File: config.mk
export PLATFORM = sky130hd
export DESIGN_NAME = efs_supervisor
export DESIGN_NICKNAME = d
export VERILOG_FILES = /design/src/efs_end.sv /design/src/efs_pkg.sv /design/src/efs_persist_if.sv /design/src/efs_persist.sv /design/src/efs_supervisor.sv
export SDC_FILE = /design/constraint.sdc
export NUM_CORES = 1
export LEC_CHECK = 0
export ABC_AREA = 1
export BUFFER_PORTS_ARGS = -buffer_cell sky130_fd_sc_hd__buf_2
export CORE_UTILIZATION = 53
export DETAILED_ROUTE_END_ITERATION = 6
export GPL_TIMING_DRIVEN = 0
export PLACE_DENSITY_LB_ADDON = 0.15
export RECOVER_POWER = 25
export SLEW_MARGIN = 20
export SYNTH_ARGS = -nofsm -noshare
export SYNTH_HDL_FRONTEND = slang
export SYNTH_SLANG_ARGS = --single-unit
File: constraint.sdc
create_clock -name clock_i -period 4.8 [get_ports clock_i]
set_clock_uncertainty 0.05 [all_clocks]
set_input_delay 0.96 -clock clock_i [delete_from_list [all_inputs] [get_ports clock_i]]
set_output_delay 0.96 -clock clock_i [all_outputs]
set_load 0.01 [all_outputs]
File: src/efs_end.sv
/*
 * Holds no logic: every module of the supervisor sits in a file of its own.
 * Assumes nothing of its surroundings.
 */

File: src/efs_pkg.sv
/*
 * Shared constants and types of the engine fault supervisor.
 * Assumes a 100 MHz system clock; every time is given in ms and turned into cycles here.
 */
package efs_pkg;

	// ----------------------------------------------------------------
	// Clock and timing
	// ----------------------------------------------------------------
	localparam int unsigned CLK_HZ         = 100_000_000;
	localparam int unsigned CYC_PER_MS     = CLK_HZ / 1000;
	localparam int unsigned RX_SHUT_MS     = 2000;
	localparam int unsigned MAIN_SHUT_MS   = 5000;
	localparam int unsigned WARN_MS        = 5000;
	localparam int unsigned BLOCK_MS       = 5000;
	localparam int unsigned ARM_MS         = 7000;
	localparam int unsigned LIVE_MS        = 10000;
	localparam int unsigned SHOW_MS        = 3000;
	localparam int unsigned CONFIRM_MS     = 3000;
	localparam int unsigned LOSS_LOW_MS    = 500;
	localparam int unsigned LOSS_MED_MS    = 200;
	localparam int unsigned LOSS_HIGH_MS   = 100;
	localparam int unsigned RX_SHUT_CYC    = RX_SHUT_MS * CYC_PER_MS;
	localparam int unsigned MAIN_SHUT_CYC  = MAIN_SHUT_MS * CYC_PER_MS;
	localparam int unsigned WARN_CYC       = WARN_MS * CYC_PER_MS;
	localparam int unsigned BLOCK_CYC      = BLOCK_MS * CYC_PER_MS;
	localparam int unsigned ARM_CYC        = ARM_MS * CYC_PER_MS;
	localparam int unsigned LIVE_CYC       = LIVE_MS * CYC_PER_MS;
	localparam int unsigned SHOW_CYC       = SHOW_MS * CYC_PER_MS;
	localparam int unsigned CONFIRM_CYC    = CONFIRM_MS * CYC_PER_MS;
	localparam int unsigned LOSS_LOW_CYC   = LOSS_LOW_MS * CYC_PER_MS;
	localparam int unsigned LOSS_MED_CYC   = LOSS_MED_MS * CYC_PER_MS;
	localparam int unsigned LOSS_HIGH_CYC  = LOSS_HIGH_MS * CYC_PER_MS;

	// ----------------------------------------------------------------
	// Signal and persistence channels
	// ----------------------------------------------------------------
	localparam int unsigned SIG_W          = 7;
	localparam int unsigned NCH            = 4;
	localparam int unsigned CH_RX_SHUT     = 0;
	localparam int unsigned CH_MAIN_SHUT   = 1;
	localparam int unsigned CH_RX_WARN     = 2;
	localparam int unsigned CH_MAIN_WARN   = 3;
	localparam logic        LIMIT_EN_RST   = 1'b0;

	typedef enum logic [2:0] {
		CODE_NONE       = 3'h0,
		CODE_RX_ERROR   = 3'h1,
		CODE_KILL_OFF   = 3'h2,
		CODE_RX_DEAD    = 3'h3,
		CODE_MAIN_DEAD  = 3'h4,
		CODE_RX_LOW     = 3'h5,
		CODE_MAIN_LOW   = 3'h6
	} efs_code_e;

	typedef enum logic [1:0] {
		SENS_OFF  = 2'h0,
		SENS_LOW  = 2'h1,
		SENS_MED  = 2'h2,
		SENS_HIGH = 2'h3
	} efs_sens_e;

	localparam efs_sens_e SENS_RST = SENS_LOW;

	typedef enum logic [2:0] {
		PG_IDLE    = 3'h0,
		PG_SHOW    = 3'h1,
		PG_LIVE    = 3'h2,
		PG_EDIT    = 3'h3,
		PG_CONFIRM = 3'h4
	} efs_prog_e;

	function automatic logic efs_is_shutdown(input efs_code_e c);
		efs_is_shutdown = (c == CODE_RX_ERROR) || (c == CODE_KILL_OFF) ||
				  (c == CODE_RX_DEAD) || (c == CODE_MAIN_DEAD);
	endfunction : efs_is_shutdown

endpackage : efs_pkg

File: src/efs_persist_if.sv
/*
 * Carrier between the supervisor and its persistence timers.
 * Assumes both ends sit in the same clock domain.
 */
`timescale 1ns/1ps
`default_nettype none

interface efs_persist_if #(parameter int unsigned N = 4);
	logic [N-1:0] cond;
	logic [N-1:0] expired;
	logic         clear;

	modport owner (output cond, output clear, input expired);
	modport timer (input cond, input clear, output expired);
endinterface : efs_persist_if

`default_nettype wire

File: src/efs_persist.sv
/*
 * Persistence timers: each channel flags once its condition has held without break
 * for its limit in cycles. Assumes conditions are synchronous to clock_i.
 */
`timescale 1ns/1ps
`default_nettype none

module efs_persist #(
	parameter int unsigned N            = 4,
	parameter int unsigned LIMIT [N]    = '{default: 1}
) (
	input  wire logic       clock_i,
	input  wire logic       reset_n_i,
	efs_persist_if.timer    pif
);
	logic [31:0]  cnt_r   [N];
	logic [31:0]  cnt_nxt [N];
	logic [N-1:0] exp_r;
	logic [N-1:0] exp_nxt;

	generate
		for (genvar g = 0; g < N; g++) begin : g_chk
			if (LIMIT[g] < 1) begin : g_bad
				$error("efs_persist: limit below one cycle");
			end
		end
	endgenerate

	// A break in the condition restarts the count: only an unbroken stretch counts
	always_comb begin
		for (int i = 0; i < N; i++) begin
			cnt_nxt[i] = cnt_r[i];
			exp_nxt[i] = exp_r[i];
			if (pif.clear || !pif.cond[i]) begin
				cnt_nxt[i] = 32'h0;
				exp_nxt[i] = 1'b0;
			end else if (cnt_r[i] < LIMIT[i]) begin
				cnt_nxt[i] = cnt_r[i] + 32'h1;
				exp_nxt[i] = (cnt_r[i] + 32'h1) >= LIMIT[i];
			end
		end
	end

	always_ff @(posedge clock_i) begin
		if (!reset_n_i) begin
			for (int i = 0; i < N; i++) begin
				cnt_r[i] <= 32'h0;
			end
			exp_r <= '0;
		end else begin
			cnt_r <= cnt_nxt;
			exp_r <= exp_nxt;
		end
	end

	assign pif.expired = exp_r;

endmodule : efs_persist

`default_nettype wire

File: src/efs_supervisor.sv
/*
 * Engine fault supervisor: receiver signal and battery supervision, fault code latch,
 * restart lockout, misfire request and the receiver-limit programming sequence.
 * Assumes all inputs synchronous to clock_i; battery comparisons are made outside.
 */
`timescale 1ns/1ps
`default_nettype none

// How it works
// - A warning or shutdown latches its fault code on fault_code_o if none is latched; a shutdown replaces a latched warning.
// - After a supervision shutdown, engine starts are refused for 5 seconds.
// - Latched faults clear only on an accepted engine start or reset.
// - Receiver value above upper or below lower limit kills engine, kill-switch code.
// - No valid receiver sample for sensitivity timeout kills engine, receiver-error code.
// - Sensitivity is 1 low (reset), 2 medium or 3 high; higher is faster.
// - Programming shows the stored lower limit, live value 10 s, takes new values, confirms.
// - Receiver supervision is armed only 7 seconds after reset.
// - Limits and sensitivity change only while the engine is stopped.
module efs_supervisor
	import efs_pkg::*;
#(
	parameter int unsigned W          = SIG_W,
	parameter int unsigned ARM_N      = ARM_CYC,
	parameter int unsigned RX_SHUT_N  = RX_SHUT_CYC,
	parameter int unsigned MAIN_SHUT_N = MAIN_SHUT_CYC,
	parameter int unsigned WARN_N     = WARN_CYC,
	parameter int unsigned BLOCK_N    = BLOCK_CYC,
	parameter int unsigned SHOW_N     = SHOW_CYC,
	parameter int unsigned LIVE_N     = LIVE_CYC,
	parameter int unsigned CONFIRM_N  = CONFIRM_CYC,
	parameter int unsigned LOSS_LOW_N = LOSS_LOW_CYC,
	parameter int unsigned LOSS_MED_N = LOSS_MED_CYC,
	parameter int unsigned LOSS_HIGH_N = LOSS_HIGH_CYC
) (
	input  wire logic            clock_i,
	input  wire logic            reset_n_i,
	input  wire logic [W-1:0]    rx_value_i,
	input  wire logic            rx_valid_i,
	input  wire logic            rx_batt_below_shut_i,
	input  wire logic            rx_batt_below_warn_i,
	input  wire logic            main_batt_below_shut_i,
	input  wire logic            main_batt_below_warn_i,
	input  wire logic            engine_running_i,
	input  wire logic            engine_start_i,
	input  wire logic [15:0]     engine_speed_i,
	input  wire logic [15:0]     allowed_max_speed_i,
	input  wire logic            prog_start_i,
	input  wire logic            cfg_write_i,
	input  wire logic [W-1:0]    cfg_lower_i,
	input  wire logic            cfg_lower_en_i,
	input  wire logic [W-1:0]    cfg_upper_i,
	input  wire logic            cfg_upper_en_i,
	input  wire logic [1:0]      cfg_sens_i,
	output logic                 kill_o,
	output logic                 misfire_o,
	output logic                 restart_block_o,
	output logic                 start_grant_o,
	output efs_code_e            fault_code_o,
	output efs_prog_e            prog_phase_o,
	output logic [W-1:0]         display_value_o,
	output logic [W-1:0]         signal_lower_limit_o,
	output logic [W-1:0]         signal_upper_limit_o,
	output logic                 lower_en_o,
	output logic                 upper_en_o,
	output efs_sens_e            glitch_sensitivity_o
);
	// ----------------------------------------------------------------
	// Elaboration checks
	// ----------------------------------------------------------------
	if (W < 1 || W > 16) begin : g_bad_w
		$error("efs_supervisor: signal width out of range");
	end
	if (ARM_N < 1 || BLOCK_N < 1 || SHOW_N < 1 || LIVE_N < 1 || CONFIRM_N < 1 ||
	    LOSS_HIGH_N < 1 || LOSS_HIGH_N > LOSS_MED_N || LOSS_MED_N > LOSS_LOW_N) begin : g_bad_t
		$error("efs_supervisor: timing count out of range");
	end

	function automatic logic [31:0] loss_limit(input efs_sens_e s);
		unique case (s)
			SENS_HIGH: loss_limit = LOSS_HIGH_N;
			SENS_MED:  loss_limit = LOSS_MED_N;
			default:   loss_limit = LOSS_LOW_N;
		endcase
	endfunction : loss_limit

	// ----------------------------------------------------------------
	// Battery persistence timers
	// ----------------------------------------------------------------
	efs_persist_if #(.N(NCH)) pif ();

	efs_persist #(
		.N     (NCH),
		.LIMIT ('{RX_SHUT_N, MAIN_SHUT_N, WARN_N, WARN_N})
	) u_persist (
		.clock_i   (clock_i),
		.reset_n_i (reset_n_i),
		.pif       (pif.timer)
	);

	logic        start_ok;
	assign start_ok = engine_start_i && !restart_block_o;

	assign pif.cond[CH_RX_SHUT]   = rx_batt_below_shut_i;
	assign pif.cond[CH_MAIN_SHUT] = main_batt_below_shut_i;
	assign pif.cond[CH_RX_WARN]   = rx_batt_below_warn_i;
	assign pif.cond[CH_MAIN_WARN] = main_batt_below_warn_i;
	assign pif.clear              = start_ok;

	// ----------------------------------------------------------------
	// Supervision, fault latch and restart lockout
	// ----------------------------------------------------------------
	logic [31:0] arm_cnt_r, arm_cnt_nxt, loss_cnt_r, loss_cnt_nxt, blk_cnt_r, blk_cnt_nxt;
	logic        armed_r, armed_nxt, warn_r, warn_nxt, kill_nxt, misfire_nxt;
	efs_code_e   code_nxt, evt_code;
	logic        sup_en, out_range, loss_evt;

	always_comb begin
		sup_en      = armed_r && lower_en_o && upper_en_o;
		out_range   = rx_valid_i && ((rx_value_i > signal_upper_limit_o) ||
				 (rx_value_i < signal_lower_limit_o));
		arm_cnt_nxt = (arm_cnt_r < ARM_N) ? arm_cnt_r + 32'h1 : arm_cnt_r;
		armed_nxt   = arm_cnt_nxt >= ARM_N;
		loss_cnt_nxt = (rx_valid_i || !sup_en) ? 32'h0 :
			       (loss_cnt_r < loss_limit(glitch_sensitivity_o)) ? loss_cnt_r + 32'h1 :
			       loss_cnt_r;
		loss_evt    = sup_en && (loss_cnt_r >= loss_limit(glitch_sensitivity_o));
		// Fixed priority when several faults arrive together
		if (loss_evt)                              evt_code = CODE_RX_ERROR;
		else if (sup_en && out_range)              evt_code = CODE_KILL_OFF;
		else if (pif.expired[CH_RX_SHUT])          evt_code = CODE_RX_DEAD;
		else if (pif.expired[CH_MAIN_SHUT])        evt_code = CODE_MAIN_DEAD;
		else if (pif.expired[CH_RX_WARN])          evt_code = CODE_RX_LOW;
		else if (pif.expired[CH_MAIN_WARN])        evt_code = CODE_MAIN_LOW;
		else                                       evt_code = CODE_NONE;
		// A fault in the very cycle of a start is kept, not lost
		code_nxt = start_ok ? CODE_NONE : fault_code_o;
		if (evt_code != CODE_NONE && (code_nxt == CODE_NONE ||
		    (efs_is_shutdown(evt_code) && !efs_is_shutdown(code_nxt)))) begin
			code_nxt = evt_code;
		end
		kill_nxt    = efs_is_shutdown(code_nxt);
		warn_nxt    = (start_ok ? 1'b0 : warn_r) ||
			      pif.expired[CH_RX_WARN] || pif.expired[CH_MAIN_WARN];
		misfire_nxt = warn_r && !kill_o &&
			      (engine_speed_i >= {1'b0, allowed_max_speed_i[15:1]});
		blk_cnt_nxt = (kill_nxt && !kill_o) ? BLOCK_N :
			      (blk_cnt_r != 32'h0) ? blk_cnt_r - 32'h1 : 32'h0;
	end

	always_ff @(posedge clock_i) begin
		if (!reset_n_i) begin
			arm_cnt_r       <= 32'h0;
			armed_r         <= 1'b0;
			loss_cnt_r      <= 32'h0;
			fault_code_o    <= CODE_NONE;
			kill_o          <= 1'b0;
			warn_r          <= 1'b0;
			misfire_o       <= 1'b0;
			blk_cnt_r       <= 32'h0;
			restart_block_o <= 1'b0;
			start_grant_o   <= 1'b0;
		end else begin
			arm_cnt_r       <= arm_cnt_nxt;
			armed_r         <= armed_nxt;
			loss_cnt_r      <= loss_cnt_nxt;
			fault_code_o    <= code_nxt;
			kill_o          <= kill_nxt;
			warn_r          <= warn_nxt;
			misfire_o       <= misfire_nxt;
			blk_cnt_r       <= blk_cnt_nxt;
			restart_block_o <= blk_cnt_nxt != 32'h0;
			start_grant_o   <= start_ok;
		end
	end

	// ----------------------------------------------------------------
	// Limit programming sequence
	// ----------------------------------------------------------------
	efs_prog_e   prog_nxt;
	logic [31:0] pg_cnt_r, pg_cnt_nxt;
	logic [W-1:0] disp_nxt, lower_nxt, upper_nxt;
	logic        lower_en_nxt, upper_en_nxt;
	efs_sens_e   sens_nxt;

	always_comb begin
		prog_nxt     = prog_phase_o;
		pg_cnt_nxt   = (pg_cnt_r != 32'h0) ? pg_cnt_r - 32'h1 : 32'h0;
		disp_nxt     = display_value_o;
		lower_nxt    = signal_lower_limit_o;
		upper_nxt    = signal_upper_limit_o;
		lower_en_nxt = lower_en_o;
		upper_en_nxt = upper_en_o;
		sens_nxt     = glitch_sensitivity_o;
		// A running engine aborts programming
		if (engine_running_i && prog_phase_o != PG_IDLE) begin
			prog_nxt   = PG_IDLE;
			pg_cnt_nxt = 32'h0;
		end else begin
			unique case (prog_phase_o)
				PG_IDLE: if (prog_start_i && !engine_running_i) begin
					prog_nxt   = PG_SHOW;
					pg_cnt_nxt = SHOW_N;
					disp_nxt   = signal_lower_limit_o;
				end
				PG_SHOW: if (pg_cnt_r == 32'h1) begin
					prog_nxt   = PG_LIVE;
					pg_cnt_nxt = LIVE_N;
				end
				PG_LIVE: begin
					if (rx_valid_i) disp_nxt = rx_value_i;
					if (pg_cnt_r == 32'h1) prog_nxt = PG_EDIT;
				end
				PG_EDIT: if (cfg_write_i) begin
					prog_nxt     = PG_CONFIRM;
					pg_cnt_nxt   = CONFIRM_N;
					lower_nxt    = cfg_lower_i;
					upper_nxt    = cfg_upper_i;
					lower_en_nxt = cfg_lower_en_i;
					upper_en_nxt = cfg_upper_en_i;
					// An illegal setting keeps the old one
					if (cfg_sens_i != SENS_OFF) sens_nxt = efs_sens_e'(cfg_sens_i);
					disp_nxt     = cfg_lower_i;
				end
				PG_CONFIRM: if (pg_cnt_r == 32'h1) prog_nxt = PG_IDLE;
				default: prog_nxt = PG_IDLE;
			endcase
		end
	end

	always_ff @(posedge clock_i) begin
		if (!reset_n_i) begin
			prog_phase_o         <= PG_IDLE;
			pg_cnt_r             <= 32'h0;
			display_value_o      <= '0;
			signal_lower_limit_o <= '0;
			signal_upper_limit_o <= '0;
			lower_en_o           <= LIMIT_EN_RST;
			upper_en_o           <= LIMIT_EN_RST;
			glitch_sensitivity_o <= SENS_RST;
		end else begin
			prog_phase_o         <= prog_nxt;
			pg_cnt_r             <= pg_cnt_nxt;
			display_value_o      <= disp_nxt;
			signal_lower_limit_o <= lower_nxt;
			signal_upper_limit_o <= upper_nxt;
			lower_en_o           <= lower_en_nxt;
			upper_en_o           <= upper_en_nxt;
			glitch_sensitivity_o <= sens_nxt;
		end
	end
endmodule : efs_supervisor

`default_nettype wire

==> flow_summary.toml, run 1 <==
[layout]
fillers = 3080
antenna_cells_inserted = 0
post_route_cells_drive_above_1_share_pct = 11.5
synthToLayoutAreaGrowth_pct = 12.6
sequential_cell_area_um2 = 5950
multiInputGateArea_um2 = 9940
nets_finish = 2740
post_layout_nonfiller_instances = 3084

[sta]
setup_viol = 0
grt_setup_unrepaired = "false"
rel_slew_slack_pct = 43.9
layout_min_cycle_time_ns = 3.82
tightestPinTransition_ns = 0.838
fin_setup_tns_ns = 0
final_worst_setup_slack_ns = 0.981
max_freq_mhz = 262
post-route-period-util_pct = 79.6
final_hold_viol_count = 0
timing_max_transition_violations_final = 0

[placed_design]
io_buffer_count = 101
place.gp.congestion = 0.901
post-place-ws_ns = 0.673
post-place-cells = 3020
dp_hpwl_um = 32400

[synth]
share_of_synthesized_flip_flops_with_an_asynchronous_set_or_reset_pct = 0
avgSynthCellArea_um2 = 7.06
post_synth_instance_area_um2 = 17500
yosysSeqAreaShare_pct = 34.0
synthesis.instances = 2477
yosys_register_bits = 297
yosysUniqueCellTypes = 65
synth_enable_flop_cells = 0
synth_top_flop_cell = "sky130_fd_sc_hd__dfxtp_1"
synth.yosys.warnings = 0
synth.net_count = 2602

[drt]
num_vias = 16406
drt_wl_total_um = 42900
avgRoutedWirePerCell_um = 13.9
wl_met3_um = 2220
drt-vias-per-instance = 5.32
drt-initial-drc-count = 1228
drt_pass1_iterations = 5
topRoutingLayerUsed = "met4"
route.layer.met1.wl_um = 19900
detail_route.drc_violations = 0
wl_met2_um = 19600
final_antenna_net_count = 0

[die]
die_h_um = 184
design.portCount = 103
coreArea_um2 = 32500
num_rows = 66
die_area_um2 = 33700
initial_core_util_pct = 53.9
die_width_um = 184

[critical_path]
reg2reg_to = "blk_cnt_r[9]"
regToRegStartpoint = "glitch_sensitivity_o[1]"
criticalPathCategory = "in -> reg"
crit_path_start = "reset_n_i"
cp-start-kind = "primary input"
worst-endpoint-required_ns = 5.18
type_of_destination_of_the_critical_path = "register"
cp_data_arrival_time_ns = 4.20
reg2reg_setup_slack_ns = 1.12
worstRegToRegCells = 23
worst_path_fanout_max = 10

[flow_run]
max_cap_viol_count = 0

[pwr]
power.leakage_nw = 7.58
vdd_ir_drop_max_mv = 0.415
power-per-cell-area_nw_per_um2 = 399

[min_path]
timing.hold.worst.class = "reg -> reg"
worstHoldStart = "arm_cnt_r[31]"
holdPathStages = 2
endpoint_of_the_worst_hold_path = "arm_cnt_r[31]"

[clock_network]
clock_latency_ns = 0.52
cts-hold-fix-buffers = 0
post_cts.repair.setup_buffers = 0
cts.clk_slew.worst_paths_ns = 0.06
clock-root-buffer = "sky130_fd_sc_hd__clkbuf_16"
cts.sinks = 297
ctsResizeCount = 0
cts_tree = "built"
cts_made_buffers = 35
clock_tree.htree_level_count = 2
clk_path_buf_depth = 3

[grt]
grt_max_degree = 14
total_gr_overflow = 0
vias_in_the_first_global_route = 15352
grtUsageTotal_pct = 25.4
antenna_violations_before_repair = 0
grt_pass1_wl_um = 71500

[status]
run_status = "finished clean"
-- cell type report --
class                      instances  share of cell area [%]
timing repair buffer             101                    2.34
multi-input combinational       1776                    50.5
tap                              442                    2.81
clock inverter                    18                    1.30
inverter                         350                    6.67
sequential                       297                    30.2
clock buffer                      46                    4.96
buffer                            54                    1.23
-- power by group --
part | switching (mW) | total, mW | internal (mW)
Sequential | 0.207 | 2.90 | 2.70
Combinational | 1.34 | 2.12 | 0.779
Clock | 1.06 | 2.83 | 1.77
Total | 2.61 | 7.85 | 5.24
-- cells in the final DEF (no fill, tap or decap), types with 7 or more instances in the layout --
master / n
sky130_fd_sc_hd__a211oi_1: 15
sky130_fd_sc_hd__a21oi_1: 186
sky130_fd_sc_hd__a221oi_1: 9
sky130_fd_sc_hd__a31oi_1: 9
sky130_fd_sc_hd__buf_2: 71
sky130_fd_sc_hd__clkbuf_1: 84
sky130_fd_sc_hd__clkbuf_16: 35
sky130_fd_sc_hd__clkinv_1: 7
sky130_fd_sc_hd__clkinv_2: 7
sky130_fd_sc_hd__dfxtp_1: 297
sky130_fd_sc_hd__ha_1: 57
sky130_fd_sc_hd__inv_1: 314
sky130_fd_sc_hd__inv_2: 29
sky130_fd_sc_hd__nand2_1: 364
sky130_fd_sc_hd__nand2_2: 25
sky130_fd_sc_hd__nand3_1: 97
sky130_fd_sc_hd__nand3_2: 9
sky130_fd_sc_hd__nand3b_1: 11
sky130_fd_sc_hd__nand4_1: 61
sky130_fd_sc_hd__nor2_1: 326
sky130_fd_sc_hd__nor2_2: 39
sky130_fd_sc_hd__nor2_4: 10
sky130_fd_sc_hd__nor3_1: 93
sky130_fd_sc_hd__nor3_2: 12
sky130_fd_sc_hd__nor4_1: 29
sky130_fd_sc_hd__nor4_2: 7
sky130_fd_sc_hd__o21a_1: 11
sky130_fd_sc_hd__o21ai_0: 172
sky130_fd_sc_hd__o21ai_1: 7
sky130_fd_sc_hd__or2_2: 9
sky130_fd_sc_hd__xnor2_1: 35
sky130_fd_sc_hd__xor2_1: 111
-- synth_stat cells, types with 6 or more instances --
master	instances	area, um^2
sky130_fd_sc_hd__a211oi_1	15	113
sky130_fd_sc_hd__o21ai_0	172	861
sky130_fd_sc_hd__xnor2_1	35	307
sky130_fd_sc_hd__nor3_4	6	97.6
sky130_fd_sc_hd__clkinv_1	6	22.5
sky130_fd_sc_hd__nor3_1	89	445
sky130_fd_sc_hd__a31oi_1	9	56.3
sky130_fd_sc_hd__o21ai_1	7	35.0
sky130_fd_sc_hd__nand3_1	97	485
sky130_fd_sc_hd__nor2_4	11	124
sky130_fd_sc_hd__ha_1	57	713
sky130_fd_sc_hd__a21oi_1	186	931
sky130_fd_sc_hd__o21a_1	11	82.6
sky130_fd_sc_hd__nor3_2	15	150
sky130_fd_sc_hd__buf_2	7	35.0
sky130_fd_sc_hd__dfxtp_1	297	5950
sky130_fd_sc_hd__inv_2	32	120
sky130_fd_sc_hd__nor4_2	7	87.6
sky130_fd_sc_hd__nor2_2	40	250
sky130_fd_sc_hd__o31ai_1	6	45.0
sky130_fd_sc_hd__nand2_1	364	1370
sky130_fd_sc_hd__nand3b_1	11	82.6
sky130_fd_sc_hd__nor2_1	324	1220
sky130_fd_sc_hd__or2_2	9	56.3
sky130_fd_sc_hd__clkbuf_1	42	158
sky130_fd_sc_hd__inv_1	312	1170
sky130_fd_sc_hd__a221oi_1	9	78.8
sky130_fd_sc_hd__xor2_1	111	972
sky130_fd_sc_hd__nand2_2	25	156
sky130_fd_sc_hd__nor4_1	29	181
sky130_fd_sc_hd__nor3b_1	6	45.0
sky130_fd_sc_hd__nand3_2	9	90.1
sky130_fd_sc_hd__nand4_1	61	382
-- sequential cells by signal, summed over array words and instances, names as in the netlist --
register	flops
glitch_sensitivity_o	2
u_persist.cnt_r	128
misfire_o	1
arm_cnt_r	32
pg_cnt_r	32
restart_block_o	1
start_grant_o	1
blk_cnt_r	32
armed_r	1
loss_cnt_r	32
kill_o	1
warn_r	1
prog_phase_o	3
display_value_o	7
fault_code_o	3
u_persist.pif.expired	4
signal_upper_limit_o	7
lower_en_o	1
upper_en_o	1
signal_lower_limit_o	7
-- routing by layer --
layer / vias up / GRT usage, %
li1: 8458 / -
met1: 7486 / 33.4
met2: 384 / 42.8
met3: 78 / 3.63
met4: 0 / 7.73
met5: - / 0
-- worst max-delay path by stage --
stage / slack [ns] / to
6_report: 0.98 / u_persist.cnt_r[56]
5_1_grt: 0.70 / u_persist.cnt_r[15]
4_1_cts: 1.12 / blk_cnt_r[12]
3_5_place_dp: 0.67 / u_persist.cnt_r[19]
3_3_place_gp: 0.62 / u_persist.cnt_r[28]
2_1_floorplan: 1.63 / blk_cnt_r[12]
-- through the flow --
| step | cell area [um^2] | hold slack (ns) | power [mW] | util (%) |
|---|---|---|---|---|
| after CTS | 19800 | 0.376 | 7.91 | 60.9 |
| after floorplan | 17500 | 0.357 | 4.59 | - |
| after detailed placement | 18500 | 0.367 | 5.06 | 57.1 |
| after global placement | 18500 | 0.364 | 5.02 | 57.1 |
| after global routing | 19700 | 0.410 | 8.33 | 60.7 |
| final | 19700 | 0.374 | 7.85 | 60.7 |
-- cell families after synthesis --
group | after synthesis | synth area share (%)
XOR/XNOR | 146 | 7.32
buffers and inverters | 404 | 8.90
flip-flops | 297 | 34.0
AO/OA/AOI/OAI | 452 | 14.4
AND/OR/NAND/NOR | 1121 | 31.2
adder cells (fa/ha/maj) | 57 | 4.08
-- worst max-delay path: stages --
cell,delay [ns]
sky130_fd_sc_hd__clkbuf_1,0.35
sky130_fd_sc_hd__clkinv_1,0.54
sky130_fd_sc_hd__nor2_1,0.82
sky130_fd_sc_hd__nand2_1,0.39
sky130_fd_sc_hd__inv_1,0.29
sky130_fd_sc_hd__clkbuf_1,0.43
sky130_fd_sc_hd__o21ai_0,0.22
sky130_fd_sc_hd__a21oi_1,0.19
Power figures use the tool's default switching activity.
==> run 2: changes to the inputs <==
==> constraint.sdc (replaced) <==
create_clock -name clock_i -period 3.2 [get_ports clock_i]
set_clock_uncertainty 0.05 [all_clocks]
set_input_delay 0.64 -clock clock_i [delete_from_list [all_inputs] [get_ports clock_i]]
set_output_delay 0.64 -clock clock_i [all_outputs]
set_load 0.01 [all_outputs]
==> run 2 against run 1 <==
  * The run now ends with setup timing left
  * Die area is the same
  * Via count up 0.66%
  * Non-clock buffer count grew 21
  * Power is 51% higher
  * Design area rose by 2.6%
  * Combinational power grew 53%
  * Sequential share of layout area down 0.73 points
  * First-iteration DRC count shrank 1.1%
==> flow_summary.toml, run 2 (synthesized netlist as in run 1, its figures left out) <==
[status]
failed_checks = "setup timing"
run_status = "finished with violations"

[sta]
final_hold_viol_count = 0
layout_min_cycle_time_ns = 3.22
setup_viol = 1
tightestPinTransition_ns = 0.748
max_freq_mhz = 311
post-route-period-util_pct = 100
rel_slew_slack_pct = 50.1
final_worst_setup_slack_ns = -0.0158
fin_setup_tns_ns = -0.0158
timing_max_transition_violations_final = 0
grt_setup_unrepaired = "true"

[pwr]
power.internal_mw = 7.89
pwr-share-clk_pct = 35.8
power_frac_comb_pct = 27.4
power_switching_share_pct = 33.4
power.leakage_nw = 7.83
netSwitchingPower_mw = 3.96
vdd_ir_drop_max_mv = 0.623
power-per-cell-area_nw_per_um2 = 587
power_frac_seq_pct = 36.8

[grt]
total_gr_overflow = 0
antenna_violations_before_repair = 0
vias_in_the_first_global_route = 15450
grt_pass1_wl_um = 72000
grtUsageTotal_pct = 25.5
grt_max_degree = 14

[critical_path]
type_of_destination_of_the_critical_path = "register"
cp_data_arrival_time_ns = 3.57
criticalPathCategory = "reg -> reg"
cp-start-kind = "register"
reg2reg_setup_slack_ns = -0.02
critPathTopFamily = "simple AND/OR/NAND/NOR gates"
worst_path_fanout_max = 5
critical_path.n_buffers_inverters = 4
path_cells = "inv_6 > nor2_4 > buf_6 > ha_1 > inv_1 > o21bai_1 > nor2_1 > nand3_1 > nand2_2 > nand2_4 > buf_6 > nor3_4 > nand2_2 > nor2_4 > nand3_2 > nor2_4 > nand4_2 > nor2_4 > nand2_2 > nor2_2 > nand3_1 > nand2_1 > a21oi_1"
crit_slowest_cell = "sky130_fd_sc_hd__dfxtp_4"
worst-endpoint-required_ns = 3.56
crit_path_frequent_cell = "sky130_fd_sc_hd__nor2_4"
worst_path_largest_cell_delay_ns = 0.38

[drt]
num_vias = 16514
final_antenna_net_count = 0
drt-vias-per-instance = 5.32
avgRoutedWirePerCell_um = 14.1
drt_wl_total_um = 43600
drt_pass1_iterations = 5
drt-initial-drc-count = 1214
detail_route.drc_violations = 0

[layout]
post_layout_nonfiller_instances = 3105
synthToLayoutAreaGrowth_pct = 15.5
fillers = 3018
max_flop_register = "u_persist.cnt_r"
multiInputGateArea_um2 = 10200
most-common-layout-cells = "360 x sky130_fd_sc_hd__nand2_1, 317 x sky130_fd_sc_hd__nor2_1, 310 x sky130_fd_sc_hd__inv_1"
sequential_cell_area_um2 = 5950
final_cell_area_um2 = 20200
nets_finish = 2761
mostFrequentLayoutCell = "sky130_fd_sc_hd__nand2_1"
flip_flop_count_of_the_largest_register_all_copies_and_words_added = 128
post_route_cells_drive_above_1_share_pct = 14.6
antenna_cells_inserted = 0

[die]
coreArea_um2 = 32500
die_h_um = 184
initial_core_util_pct = 53.9
die_area_um2 = 33700
num_rows = 66
die_width_um = 184
design.portCount = 103

[placed_design]
dp_hpwl_um = 32400
io_buffer_count = 101
post-place-ws_ns = -0.607
place.gp.congestion = 0.901
placedInstanceArea_um2 = 18500
post-place-cells = 3020

[clock_network]
cts-hold-fix-buffers = 0
clock-root-buffer = "sky130_fd_sc_hd__clkbuf_16"
clock_tree.htree_level_count = 2
cts_tree = "built"
cts_made_buffers = 35
cts.sinks = 297
cts.clk_slew.worst_paths_ns = 0.06
clock_latency_ns = 0.52
clk_path_buf_depth = 3

[flow_run]
max_cap_viol_count = 0

[min_path]
timing.hold.worst.class = "in -> reg"
[run 2: power by group through the flow]
stage	sequential [mW]	combinational (mW)	clock [mW]
2_1_floorplan	4.39	2.50	0
5_1_grt	4.40	3.67	4.50
3_5_place_dp	4.43	3.16	0
3_3_place_gp	4.42	3.10	0
6_report	4.36	3.25	4.24
4_1_cts	4.35	3.20	4.32
[run 2: final timing paths]
path	start	end	cells after the start
hold / removal	cfg_sens_i[0]	glitch_sensitivity_o[0]	3
hold reg to reg	arm_cnt_r[31]	arm_cnt_r[31]	2
setup reg to reg	glitch_sensitivity_o[1]	loss_cnt_r[18]	23
setup / recovery	glitch_sensitivity_o[1]	loss_cnt_r[18]	23
[run 2: metal layers]
layer	routed length, um	share of wire, %	vias to the layer above	track usage [%]
li1	-	-	8507	-
met1	20200	46	7561	33.5
met2	20200	46	368	43.3
met3	2070	4.7	78	3.66
met4	1160	2.7	0	7.80
met5	0	0	-	0
[run 2: through the flow]
| stage | hold WS (ns) | power (mW) | utilization (%) |
|---|---|---|---|
| 2_1_floorplan | 0.357 | 6.88 | - |
| 3_3_place_gp | 0.364 | 7.52 | 57.1 |
| 3_5_place_dp | 0.367 | 7.59 | 57.1 |
| 4_1_cts | 0.308 | 11.9 | 61.4 |
| 5_1_grt | 0.333 | 12.6 | 62.2 |
| 6_report | 0.322 | 11.9 | 62.2 |
[run 2: layout make-up]
type,count,area share [%]
well taps,442,2.74
repair buffers,123,3.40
multi-input cells,1776,50.5
plain buffers,53,1.21
clock buffers,46,4.84
inverters,350,6.54
flip-flops and latches,297,29.5
clock inverters,18,1.27
[run 2: repair_timing]
item	4_1_cts	5_1_grt
endpoints found under the setup margin	87	64
setup buffers	11	10
cloned	0	1
resized for setup	11	50
pin swaps	7	18
[run 2: tightest hold or removal path, stage by stage]
cell                      delay, ns
sky130_fd_sc_hd__buf_2         0.08
sky130_fd_sc_hd__a21oi_1       0.07
sky130_fd_sc_hd__nand2_1       0.07
